<file path="config.mk">
export PLATFORM = sky130hd
export DESIGN_NAME = ubrg_top
export DESIGN_NICKNAME = d
export VERILOG_FILES = /design/src/shared/ubrg_pkg.sv /design/src/design/ubrg_sampler.sv /design/src/design/ubrg_top.sv
export SDC_FILE = /design/constraint.sdc
export NUM_CORES = 1
export LEC_CHECK = 0
export ABC_AREA = 1
export CELL_PAD_IN_SITES_DETAIL_PLACEMENT = 0
export CELL_PAD_IN_SITES_GLOBAL_PLACEMENT = 1
export CORE_ASPECT_RATIO = 1.25
export CORE_MARGIN = 1
export CORE_UTILIZATION = 40
export CTS_CLUSTER_DIAMETER = 30
export DETAILED_ROUTE_END_ITERATION = 6
export DONT_BUFFER_PORTS = 1
export GPL_TIMING_DRIVEN = 0
export PLACE_DENSITY_LB_ADDON = 0.15
export REMOVE_ABC_BUFFERS = 1
export SLEW_MARGIN = 20
export SYNTH_ARGS = -nofsm -noshare
export SYNTH_HDL_FRONTEND = slang
export SYNTH_HIERARCHICAL = 1
export SYNTH_SLANG_ARGS = --single-unit
</file>
<file path="constraint.sdc">
create_clock -name clk -period 2.5 [get_ports clk]
set_input_delay 0.25 -clock clk [delete_from_list [all_inputs] [get_ports clk]]
set_output_delay 0.25 -clock clk [all_outputs]
set_load 0.1 [all_outputs]
</file>
<file path="src/shared/ubrg_pkg.sv">
package ubrg_pkg;

    // ==========================================================
    // Register map (byte addresses, one 32-bit word each)
    // ==========================================================
    localparam logic [4:0] UBRG_OFS_TX_STATUS_CONTROL = 5'h00;
    localparam logic [4:0] UBRG_OFS_RX_STATUS_CONTROL = 5'h04;
    localparam logic [4:0] UBRG_OFS_BAUD_CONTROL = 5'h08;
    localparam logic [4:0] UBRG_OFS_BAUD_DIVISOR_HIGH = 5'h0c;
    localparam logic [4:0] UBRG_OFS_BAUD_DIVISOR_LOW = 5'h10;
    localparam logic [4:0] UBRG_OFS_RATE_STATUS = 5'h14;

    // ==========================================================
    // Field positions
    // ==========================================================
    localparam int UBRG_TX_CLOCK_SOURCE_MASTER = 7;
    localparam int UBRG_TX_SYNC_MODE = 4;
    localparam int UBRG_TX_HIGH_SPEED_SELECT = 2;
    localparam int UBRG_TX_SHIFT_EMPTY = 1;
    localparam int UBRG_RX_PORT_ENABLE = 7;
    localparam int UBRG_BC_RECEIVE_IDLE = 6;
    localparam int UBRG_BC_WIDE_DIVISOR_SELECT = 3;
    localparam int UBRG_RS_RX_LEVEL = 0;
    localparam int UBRG_RS_SYNC_MASTER = 1;
    localparam int UBRG_RS_SYNC_SLAVE = 2;
    localparam int UBRG_RS_CLOCK_OUT = 3;

    // ==========================================================
    // Reset values and writable masks
    // ==========================================================
    localparam logic [7:0] UBRG_RST_TX_STATUS_CONTROL = 8'h00;
    localparam logic [7:0] UBRG_RST_RX_STATUS_CONTROL = 8'h00;
    localparam logic [7:0] UBRG_RST_BAUD_CONTROL = 8'h00;
    localparam logic [7:0] UBRG_RST_DIVISOR = 8'h00;
    localparam logic [7:0] UBRG_WMASK_TX = 8'hfd;
    localparam logic [7:0] UBRG_WMASK_RX = 8'hf8;
    localparam logic [7:0] UBRG_WMASK_BC = 8'hbb;

    // ==========================================================
    // Prescale counts, stored as the last count (divide minus one)
    // ==========================================================
    localparam int UBRG_DIV_SLOW = 64;
    localparam int UBRG_DIV_FAST = 16;
    localparam int UBRG_DIV_SYNC = 4;
    localparam logic [5:0] UBRG_PRE_LAST_SLOW = 6'(UBRG_DIV_SLOW - 1);
    localparam logic [5:0] UBRG_PRE_LAST_FAST = 6'(UBRG_DIV_FAST - 1);
    localparam logic [5:0] UBRG_PRE_LAST_SYNC = 6'(UBRG_DIV_SYNC - 1);
    localparam int UBRG_VOTE_SAMPLES = 3;

    // Mode bits steering the generator
    typedef struct packed {
        logic sync_mode;
        logic clock_source_master;
        logic high_speed_select;
        logic wide_divisor_select;
    } ubrg_cfg_s;

endpackage

</file>
<file path="src/design/ubrg_sampler.sv">
`timescale 1ns/100ps
`default_nettype none
module ubrg_sampler
    import ubrg_pkg::*;
(
    input wire logic clk,
    input wire logic srst,
    input wire logic sample,
    input wire logic last,
    input wire logic din,
    output logic level_q,
    output logic valid_q
);

    // ==========================================================
    // Three-sample majority vote
    // ==========================================================
    logic [UBRG_VOTE_SAMPLES-1:0] shift_q, shift_d;
    logic level_d, valid_d;
    logic [UBRG_VOTE_SAMPLES-1:0] cand;

    always_comb begin
        shift_d = shift_q;
        level_d = level_q;
        valid_d = 1'b0;
        cand = {shift_q[UBRG_VOTE_SAMPLES-2:0], din};
        if (sample) begin
            shift_d = cand;
        end
        // Vote on the third sample, including the one arriving now
        if (sample && last) begin
            level_d = (cand[0] & cand[1]) | (cand[0] & cand[2]) | (cand[1] & cand[2]);
            valid_d = 1'b1;
        end
    end

    always_ff @(posedge clk) begin
        if (srst) begin
            shift_q <= '1;
            level_q <= 1'b1;
            valid_q <= 1'b0;
        end else begin
            shift_q <= shift_d;
            level_q <= level_d;
            valid_q <= valid_d;
        end
    end

endmodule
`default_nettype wire

</file>
<file path="src/design/ubrg_top.sv">
// Function
// - Receive pin sampled three times per bit, level decided by majority vote.
// - Bit-rate tick derived from the system clock, scaling with its frequency.
// - Async, 8-bit divisor, low speed: rate is clock over 64 times (n+1).
// - Async 8-bit high speed or 16-bit low speed: clock over 16 times (n+1).
// - Sync mode: clock over 4 times (n+1), high-speed bit ignored.
// - With wide select, divisor n is divisor high byte above divisor low byte.
// - Unimplemented bits of control and status registers read as zero.
// - Default 8-bit divisor from low byte; wide select enables both bytes.
// - Writing either divisor byte clears the divisor timer at once.
// - Divisor timer runs freely, reload period set by the divisor pair.
// - Sync formula only as clock master; slave takes its clock from outside.
`timescale 1ns/100ps
`default_nettype none
module ubrg_top
    import ubrg_pkg::*;
#(
    parameter int DIVISOR_WIDTH = 16
) (
    input wire logic clk,
    input wire logic srst,
    input wire logic [4:0] avs_address,
    input wire logic avs_read,
    input wire logic avs_write,
    input wire logic [31:0] avs_writedata,
    input wire logic [3:0] avs_byteenable,
    output logic [31:0] avs_readdata,
    output logic avs_waitrequest,
    input wire logic rx_pin,
    output logic bit_tick_q,
    output logic rx_level_q,
    output logic rx_level_valid_q,
    output logic clock_out_q,
    output logic clock_out_en_q
);

    // ==========================================================
    // Receive pin synchroniser
    // ==========================================================
    logic rx_meta_q, rx_sync_q;

    always_ff @(posedge clk) begin
        if (srst) begin
            rx_meta_q <= 1'b1;
            rx_sync_q <= 1'b1;
        end else begin
            rx_meta_q <= rx_pin;
            rx_sync_q <= rx_meta_q;
        end
    end

    // ==========================================================
    // Avalon-MM slave: one wait state on every access
    // ==========================================================
    logic wait_q, wait_d;
    logic [31:0] rdata_q, rdata_d;
    logic [7:0] tx_ctl_q, tx_ctl_d;
    logic [7:0] rx_ctl_q, rx_ctl_d;
    logic [7:0] baud_ctl_q, baud_ctl_d;
    logic [7:0] div_hi_q, div_hi_d;
    logic [7:0] div_lo_q, div_lo_d;
    logic req, commit, wr_commit;
    logic [7:0] rd_byte;
    logic [7:0] rate_status;
    logic divisor_write;

    assign req = avs_read | avs_write;
    // Second cycle of the request: waitrequest already low
    assign commit = req & ~wait_q;
    assign wr_commit = commit & avs_write & avs_byteenable[0];

    always_comb begin
        rd_byte = 8'h00;
        case (avs_address)
            UBRG_OFS_TX_STATUS_CONTROL: begin
                rd_byte = tx_ctl_q & UBRG_WMASK_TX;
                rd_byte[UBRG_TX_SHIFT_EMPTY] = 1'b1;
            end
            UBRG_OFS_RX_STATUS_CONTROL: begin
                rd_byte = rx_ctl_q & UBRG_WMASK_RX;
            end
            UBRG_OFS_BAUD_CONTROL: begin
                rd_byte = baud_ctl_q & UBRG_WMASK_BC;
                rd_byte[UBRG_BC_RECEIVE_IDLE] = 1'b1;
            end
            UBRG_OFS_BAUD_DIVISOR_HIGH: begin
                rd_byte = div_hi_q;
            end
            UBRG_OFS_BAUD_DIVISOR_LOW: begin
                rd_byte = div_lo_q;
            end
            UBRG_OFS_RATE_STATUS: begin
                rd_byte = rate_status;
            end
            default: begin
                rd_byte = 8'h00;
            end
        endcase
    end

    always_comb begin
        wait_d = 1'b1;
        rdata_d = rdata_q;
        // Drop waitrequest for exactly one cycle per request
        if (req && wait_q) begin
            wait_d = 1'b0;
            rdata_d = {24'h000000, rd_byte};
        end
    end

    always_comb begin
        tx_ctl_d = tx_ctl_q;
        rx_ctl_d = rx_ctl_q;
        baud_ctl_d = baud_ctl_q;
        div_hi_d = div_hi_q;
        div_lo_d = div_lo_q;
        divisor_write = 1'b0;
        if (wr_commit) begin
            case (avs_address)
                UBRG_OFS_TX_STATUS_CONTROL: begin
                    tx_ctl_d = avs_writedata[7:0] & UBRG_WMASK_TX;
                end
                UBRG_OFS_RX_STATUS_CONTROL: begin
                    rx_ctl_d = avs_writedata[7:0] & UBRG_WMASK_RX;
                end
                UBRG_OFS_BAUD_CONTROL: begin
                    baud_ctl_d = avs_writedata[7:0] & UBRG_WMASK_BC;
                end
                UBRG_OFS_BAUD_DIVISOR_HIGH: begin
                    div_hi_d = avs_writedata[7:0];
                    divisor_write = 1'b1;
                end
                UBRG_OFS_BAUD_DIVISOR_LOW: begin
                    div_lo_d = avs_writedata[7:0];
                    divisor_write = 1'b1;
                end
                default: begin
                    // Unmapped writes are dropped
                    divisor_write = 1'b0;
                end
            endcase
        end
    end

    always_ff @(posedge clk) begin
        if (srst) begin
            wait_q <= 1'b1;
            rdata_q <= 32'h00000000;
            tx_ctl_q <= UBRG_RST_TX_STATUS_CONTROL;
            rx_ctl_q <= UBRG_RST_RX_STATUS_CONTROL;
            baud_ctl_q <= UBRG_RST_BAUD_CONTROL;
            div_hi_q <= UBRG_RST_DIVISOR;
            div_lo_q <= UBRG_RST_DIVISOR;
        end else begin
            wait_q <= wait_d;
            rdata_q <= rdata_d;
            tx_ctl_q <= tx_ctl_d;
            rx_ctl_q <= rx_ctl_d;
            baud_ctl_q <= baud_ctl_d;
            div_hi_q <= div_hi_d;
            div_lo_q <= div_lo_d;
        end
    end

    assign avs_readdata = rdata_q;
    assign avs_waitrequest = wait_q;

    // ==========================================================
    // Mode decode
    // ==========================================================
    ubrg_cfg_s cfg;
    logic [DIVISOR_WIDTH-1:0] divisor;
    logic [5:0] pre_last;
    logic [5:0] pre_half;
    logic [DIVISOR_WIDTH-1:0] div_mid;
    logic sync_master, sync_slave;

    assign cfg.sync_mode = tx_ctl_q[UBRG_TX_SYNC_MODE];
    assign cfg.clock_source_master = tx_ctl_q[UBRG_TX_CLOCK_SOURCE_MASTER];
    assign cfg.high_speed_select = tx_ctl_q[UBRG_TX_HIGH_SPEED_SELECT];
    assign cfg.wide_divisor_select = baud_ctl_q[UBRG_BC_WIDE_DIVISOR_SELECT];

    assign sync_master = cfg.sync_mode & cfg.clock_source_master;
    assign sync_slave = cfg.sync_mode & ~cfg.clock_source_master;

    // High byte above low byte; high byte ignored when narrow
    always_comb begin
        if (cfg.wide_divisor_select) begin
            divisor = DIVISOR_WIDTH'({div_hi_q, div_lo_q});
        end else begin
            divisor = DIVISOR_WIDTH'({8'h00, div_lo_q});
        end
    end

    always_comb begin
        if (cfg.sync_mode) begin
            pre_last = UBRG_PRE_LAST_SYNC;
        end else if (cfg.wide_divisor_select && cfg.high_speed_select) begin
            pre_last = UBRG_PRE_LAST_SYNC;
        end else if (cfg.wide_divisor_select || cfg.high_speed_select) begin
            pre_last = UBRG_PRE_LAST_FAST;
        end else begin
            pre_last = UBRG_PRE_LAST_SLOW;
        end
    end

    assign pre_half = 6'((7'(pre_last) + 7'h01) >> 1);
    assign div_mid = divisor >> 1;

    // ==========================================================
    // Free-running divisor timer
    // ==========================================================
    logic [5:0] pre_q, pre_d;
    logic [DIVISOR_WIDTH-1:0] cnt_q, cnt_d;
    logic tick_d;
    logic pre_wrap;

    assign pre_wrap = pre_q >= pre_last;

    always_comb begin
        pre_d = pre_q + 6'h01;
        cnt_d = cnt_q;
        tick_d = 1'b0;
        if (divisor_write) begin
            pre_d = 6'h00;
            cnt_d = '0;
        end else if (pre_wrap) begin
            pre_d = 6'h00;
            if (cnt_q >= divisor) begin
                cnt_d = '0;
                tick_d = ~sync_slave;
            end else begin
                cnt_d = cnt_q + DIVISOR_WIDTH'(1);
            end
        end
    end

    always_ff @(posedge clk) begin
        if (srst) begin
            pre_q <= 6'h00;
            cnt_q <= '0;
            bit_tick_q <= 1'b0;
        end else begin
            pre_q <= pre_d;
            cnt_q <= cnt_d;
            bit_tick_q <= tick_d;
        end
    end

    // ==========================================================
    // Synchronous master clock output
    // ==========================================================
    logic clk_out_d, clk_en_d;

    always_comb begin
        clk_out_d = clock_out_q;
        clk_en_d = sync_master;
        if (!sync_master || divisor_write) begin
            clk_out_d = 1'b0;
        end else if (tick_d) begin
            clk_out_d = 1'b1;
        end else if (cnt_q == div_mid && pre_q == pre_half) begin
            clk_out_d = 1'b0;
        end
    end

    always_ff @(posedge clk) begin
        if (srst) begin
            clock_out_q <= 1'b0;
            clock_out_en_q <= 1'b0;
        end else begin
            clock_out_q <= clk_out_d;
            clock_out_en_q <= clk_en_d;
        end
    end

    // ==========================================================
    // Receive sampling around bit centre
    // ==========================================================
    logic samp_now, samp_last;
    logic at_mid;

    assign at_mid = cnt_q == div_mid;
    assign samp_now = at_mid & ~divisor_write &
                      ((pre_q == pre_half - 6'h01) | (pre_q == pre_half) |
                       (pre_q == pre_half + 6'h01));
    assign samp_last = pre_q == pre_half + 6'h01;

    ubrg_sampler u_sampler (
        .clk(clk),
        .srst(srst),
        .sample(samp_now),
        .last(samp_last),
        .din(rx_sync_q),
        .level_q(rx_level_q),
        .valid_q(rx_level_valid_q)
    );

    always_comb begin
        rate_status = 8'h00;
        rate_status[UBRG_RS_RX_LEVEL] = rx_level_q;
        rate_status[UBRG_RS_SYNC_MASTER] = sync_master;
        rate_status[UBRG_RS_SYNC_SLAVE] = sync_slave;
        rate_status[UBRG_RS_CLOCK_OUT] = clock_out_q;
    end

endmodule
`default_nettype wire

</file>
Yosys cells after proc, flatten, opt, wreduce, memory -nomap -nowiden:

Index checks and enable logic that the tools add are counted.

* add/subtract/negate cells: 5
* multipliers: 0
* div/mod/pow operators: 0
* $lt $le $gt $ge: 2
* equality and inequality tests: 9
* shift operators: 0
* multiplexer cells: 15
* bitwise operators: 19
* reductions and logical operators: 18

Operator list (number)
* $pmux 8 s6: 1
* $mux 16: 2
* $eq 6x6->1: 3
* $mux 6: 3
* $add 16x1->16 const B: 1
* $eq 16x15->1: 1
* $ge 16x16->1: 1
* $add 6x1->6 const B: 2
* $and 1x1->1: 10
* $eq 5x4->1 const B: 2
* $eq 5x5->1 const B: 2
* $reduce_and 2->1: 5
* $mux 1: 9
* $add 6x1->7 const B: 1
* $ge 6x6->1: 1
* $reduce_or 2->1: 3
* $sub 6x1->6 const B: 1
* $eq 5x3->1 const B: 1
* $logic_not 5->1: 1
* $or 1x1->1: 5
* $logic_and 1x1->1: 4
* $not 1->1: 4
* $reduce_or 3->1: 1
* $logic_or 1x1->1: 2
* other kinds (2): 2

* flip-flop bits (word level): 74
* bits in latches: 0
* bits in writable memories: 0
* ROM bits: 0
* input port bits: 46
* output and inout port bits: 38
* memories: 0

Depth between registers and ports, before layout:

* depth after elaboration: 12
* gate-level depth with buffers: 15
* mapped depth without buffers: 13

By module:

The synthesis kept the hierarchy.

Modules (own cells, without submodules)
* ubrg_top: times used 1, cells an instance 603, area an instance 4255.3 µm², sequential area each 1401.3 µm²
* ubrg_sampler: times used 1, cells an instance 19, area an instance 145.1 µm², sequential area each 80.1 µm²

Worst setup path after synthesis:

OpenSTA, ideal clock, no wires.

* path kind: register to register
* start point: register baud_ctl_q[3]
* end point: register u_sampler.level_q
* library setup time: 0.117 ns
* arrival: 2.173 ns
* path slack: 0.210 ns
* stages on the path, launching flop included: 14
* path buffers: 2
* path through: dfxtp_1 buf_2 buf_2 inv_1 nand2_1 inv_1 ha_1 xnor2_1 o21ai_0 nand3b_1 a21oi_1 nand2_2 a21oi_1 nand2_1

* word-level cells in the longest chain between the ends: 11
* elaborated cells between the ends (all ways): 18
* those cells by class: add/sub: 3; eq/ne: 4; mux: 4; bitwise: 4; reduce/logical: 3

RTL lines
* start, declared: RTL line ubrg_top.sv:59 `logic [7:0] baud_ctl_q, baud_ctl_d;`
* start signal, assigned: RTL line ubrg_top.sv:159 `baud_ctl_q <= baud_ctl_d;`
* $logic_or 1x1->1: RTL line ubrg_top.sv:200 `end else if (cfg.wide_divisor_select || cfg.high_speed_select) begin`
* $mux 6: RTL line ubrg_top.sv:200
* $mux 6: RTL line ubrg_top.sv:198 `end else if (cfg.wide_divisor_select && cfg.high_speed_select) begin`
* $mux 6: RTL line ubrg_top.sv:196 `if (cfg.sync_mode) begin`
* $add 6x1->7: RTL line ubrg_top.sv:207 `assign pre_half = 6'((7'(pre_last) + 7'h01) >> 1);`
* $sub 6x1->6: RTL line ubrg_top.sv:285 `((pre_q == pre_half - 6'h01) | (pre_q == pre_half) |`
* $eq 6x6->1: RTL line ubrg_top.sv:285
* $or 1x1->1 (2 in a row): RTL line ubrg_top.sv:285
* $and 1x1->1 *: RTL line ubrg_top.sv:284 `assign samp_now = at_mid & ~divisor_write &`
* net samp_now: RTL line ubrg_top.sv:280 `logic samp_now, samp_last;`
* $logic_and 1x1->1 *: RTL line ubrg_sampler.sv:31 `if (sample && last) begin`
* end signal, assigned: RTL line ubrg_sampler.sv:44 `level_q <= level_d;`
* end, declared: RTL line ubrg_sampler.sv:11 `output logic level_q,`

Mark *: on every way through the listed nets, which the timed path passes. The rest lies on a longest branch.
A chain may end at the register's enable or synchronous reset.

Worst setup path in the final report:

* start point: register wait_q (netlist: avs_waitrequest)
* end point: register u_sampler.level_q

* word-level cells in the longest chain between the ends: 9

RTL lines
* start, declared: RTL line ubrg_top.sv:55 `logic wait_q, wait_d;`
* start signal, assigned: RTL line ubrg_top.sv:155 `wait_q <= wait_d;`
* $not 1->1: RTL line ubrg_top.sv:69 `assign commit = req & ~wait_q;`
* $and 1x1->1: RTL line ubrg_top.sv:69
* $and 1x1->1 (2 in a row): RTL line ubrg_top.sv:70 `assign wr_commit = commit & avs_write & avs_byteenable[0];`
* $mux 1: RTL line ubrg_top.sv:118 `if (wr_commit) begin`
* $not 1->1: RTL line ubrg_top.sv:284
* $and 1x1->1 (2 in a row): RTL line ubrg_top.sv:284
* net samp_now: RTL line ubrg_top.sv:280
* $logic_and 1x1->1: RTL line ubrg_sampler.sv:31

The timed path passes the listed nets, and every way through them passes these cells.

==> summary.txt <==
Die area -> 0.0114 mm2
CP required -> 2.72 ns
First-pass GRT wire length -> 17.5 mm
Critical path class -> flop to flop
CTS Root Cell -> clkbuf_16
Die Wd -> 95.8 um
Longest Clk Path Bufs -> 2
Net Sw Frac -> 26.2%
Final setup vio count -> 0
Sequential area share after synthesis -> 33.7%
Actual slew at the worst max-slew pin -> 1.03 ns
Area grow syn2layout -> 8.79%
Final Power -> 2.98 mW
Peak Freq -> 0.433 GHz
Max Slew Vio Count -> 0
Vert. Die Dim -> 119 um
Avg Vias per Cell -> 5.00
CP Capture Type -> flop
GRT Resource Usage Total -> 20.5%
CP arrival -> 2.54 ns
DR pass1 iterations -> 6
CTS sink count -> 74
Finished Layout Cells -> 760
Crit path time final -> 2.31 ns
Nets -> 695
CP Launch Type -> flop
Final hold slack -> 0.00865 ns
Routed Antenna Nets -> 0
Final global-route overflow total -> 0
Num CTS Buffers -> 9
Relative slew margins -> 31.5%
Leak pwr -> 2.14 nW
Syn Area/Cell -> 7.07 um2
Design area -> 0.00479 mm2
PD cells -> 622 mW/mm2
Internal -> 2.20 mW
Synthesized area -> 0.00440 mm2
RSZ-0062 raised after global routing -> no
Register-to-Register Path Depth -> 9
PortBufs -> 0
Max Cap Violations -> 0
Mapped Cells -> 622
Post-layout util -> 44.9%
Via Count -> 3798
Placer Congestion -> 0.780
Hpwl dp -> 8.38 mm
Worst vdd ir -> 271 uV
Post-Place Setup Slack -> -0.722 ns
Hold Violations, Final -> 0
Vias in the first global route -> 3547
Final setup margin -> 0.189 ns
DR iter-0 viols -> 145
Synthesized flop and latch total -> 74
TritonCTS clock tree -> done
Worst min path class -> primary input to flop
Area after DPL -> 0.00440 mm2
IO Pins -> 84
Clock Power Share -> 50.2%
Combinational share of power -> 8.8%
Antenna diode count -> 0
Core area -> 0.0107 mm2
Setup TNS -> 0 ns
H-tree levels -> 3
Pin count of the biggest net entering global routing -> 36
Initial core utilization -> 41.3%
Sequential Power Share -> 41.0%
Routed WL -> 10.9 mm
Worst skew pair latency -> 0.34 ns
Worst-path maximum fanout -> 5
Run status -> finished clean
Period utilisation layout -> 92.4%
Layout cell share with drive strength beyond 1 -> 8.28%
Synth warn -> 6
Distinct cell type count after synthesis -> 40
Total placed cells including tap cells -> 740
Reg clk slew, reported paths -> 0.06 ns
Cell Rows -> 42
Clk_skew -> 0.00811 ns
P_sw -> 0.782 mW
Antenna violations before repair -> 0
WL per Instance -> 14.4 um
Hold depth -> 1
# DRC -> 0
## kinds of logic (layout without fill, tap and decap cells)
kind of cell	after synthesis	count (layout)	synth area share [%]
other	1	24	0.0852
xor gates and xnor gates	14	14	2.79
adders and majority gates	26	26	7.39
AOI/OAI and AO/OA	117	117	13.8
and+or+nand+nor	283	283	30.3
buffers and inverters	107	90	12.0
DFF	74	74	33.7
## critical path, cell delays in order (launching register included)
cell	delay [ns]
dfxtp_1	0.98
nor2_2	0.24
nand4_2	0.21
nand2_4	0.08
inv_1	0.07
nand3_1	0.12
a21oi_4	0.20
nand2_2	0.09
a21oi_1	0.13
nand2_1	0.07
## flip-flops by register name, summed over array words and instances, names as in the netlist, 2 cells and up
signal	cells
avs_readdata	8
baud_ctl_q	6
cnt_q	16
div_hi_q	8
div_lo_q	8
pre_q	6
rx_ctl_q	5
tx_ctl_q	7
u_sampler/shift_q	2
## power by group through the flow
stage          registers (mW)  logic [mW]  clock network (mW)
2_1_floorplan            1.24       0.232                   0
3_3_place_gp             1.25       0.257                   0
3_5_place_dp             1.25       0.258                   0
4_1_cts                  1.22       0.263                1.53
6_report                 1.22       0.261                1.50
5_1_grt                  1.22       0.278                1.57
## what timing repair did
item / in CTS / in global routing
endpoints found under the hold margin: 10 / 0
hold buffers: 1 / 0
buffers inserted: 2 / 1
endpoints found under the setup margin: 28 / 1
gates resized for setup: 4 / 2
pin swaps: 1 / 0
## cells in the mapped netlist
master / number / area, um2
nor2_8: 2 / 40.0
nand3_1: 30 / 150
dfxtp_1: 74 / 1480
nand2_8: 2 / 40.0
xor2_1: 11 / 96.3
buf_6: 2 / 22.5
or2_2: 2 / 12.5
o21ai_0: 49 / 245
ha_1: 26 / 325
nand3b_1: 6 / 45.0
buf_4: 26 / 195
nor2_1: 51 / 191
a21oi_1: 59 / 295
nand4_1: 12 / 75.1
o22ai_1: 1 / 6.26
clkbuf_1: 4 / 15.0
o21bai_1: 2 / 15.0
inv_8: 1 / 11.3
buf_2: 4 / 20.0
and3_1: 1 / 6.26
nand2_1: 151 / 567
nand2_2: 1 / 6.26
inv_1: 67 / 251
xnor2_1: 3 / 26.3
buf_1: 1 / 3.75
o2bb2ai_1: 1 / 8.76
nor3_2: 1 / 10.0
nand2_4: 3 / 33.8
nor2_4: 3 / 33.8
nor2_2: 11 / 68.8
conb_1: 1 / 3.75
o211ai_1: 1 / 7.51
a21boi_0: 1 / 7.51
a21o_1: 1 / 7.51
nand4_2: 1 / 12.5
a22oi_1: 1 / 7.51
o21ai_1: 1 / 5.00
inv_2: 2 / 7.51
nand3_4: 1 / 17.5
nor3_1: 5 / 25.0
## layer usage
layer | wire, um | global-route usage (%)
met1 | 4730 | 24.1
met2 | 5550 | 35.8
met3 | 479 | 4.73
met4 | 151 | 6.72
met5 | 0 | 0
## cells in the final DEF, fill, tap and decap left out, drive strengths merged, types with 10 or more instances in the layout
cell type | netlist | final
nor2 | 67 | 67
dfxtp | 74 | 74
xor2 | 11 | 11
conb | 1 | 24
inv | 70 | 71
nand4 | 13 | 13
nand2 | 157 | 157
nand3 | 31 | 31
a21oi | 59 | 59
clkbuf | 4 | 10
o21ai | 50 | 50
ha | 26 | 26
## worst paths after layout
check,from,end,slack [ns]
worst max-delay path,avs_waitrequest,u_sampler/level_q,0.19
worst min-delay path,srst,clock_out_en_q,0.009
worst max register to register,avs_waitrequest,u_sampler/level_q,0.19
worst min register to register,rx_meta_q,rx_sync_q,0.42
## layout make-up
| class | count | area, um2 |
|---|---|---|
| timing repair buffer | 4 | 32.5 |
| inverter | 70 | 270 |
| multi-input combinational | 464 | 2490 |
| tap | 132 | 165 |
| clock inverter | 6 | 113 |
| clock buffer | 10 | 229 |
| fill | 1124 | 5880 |
| sequential | 74 | 1490 |
Power figures use the tool's default switching activity.
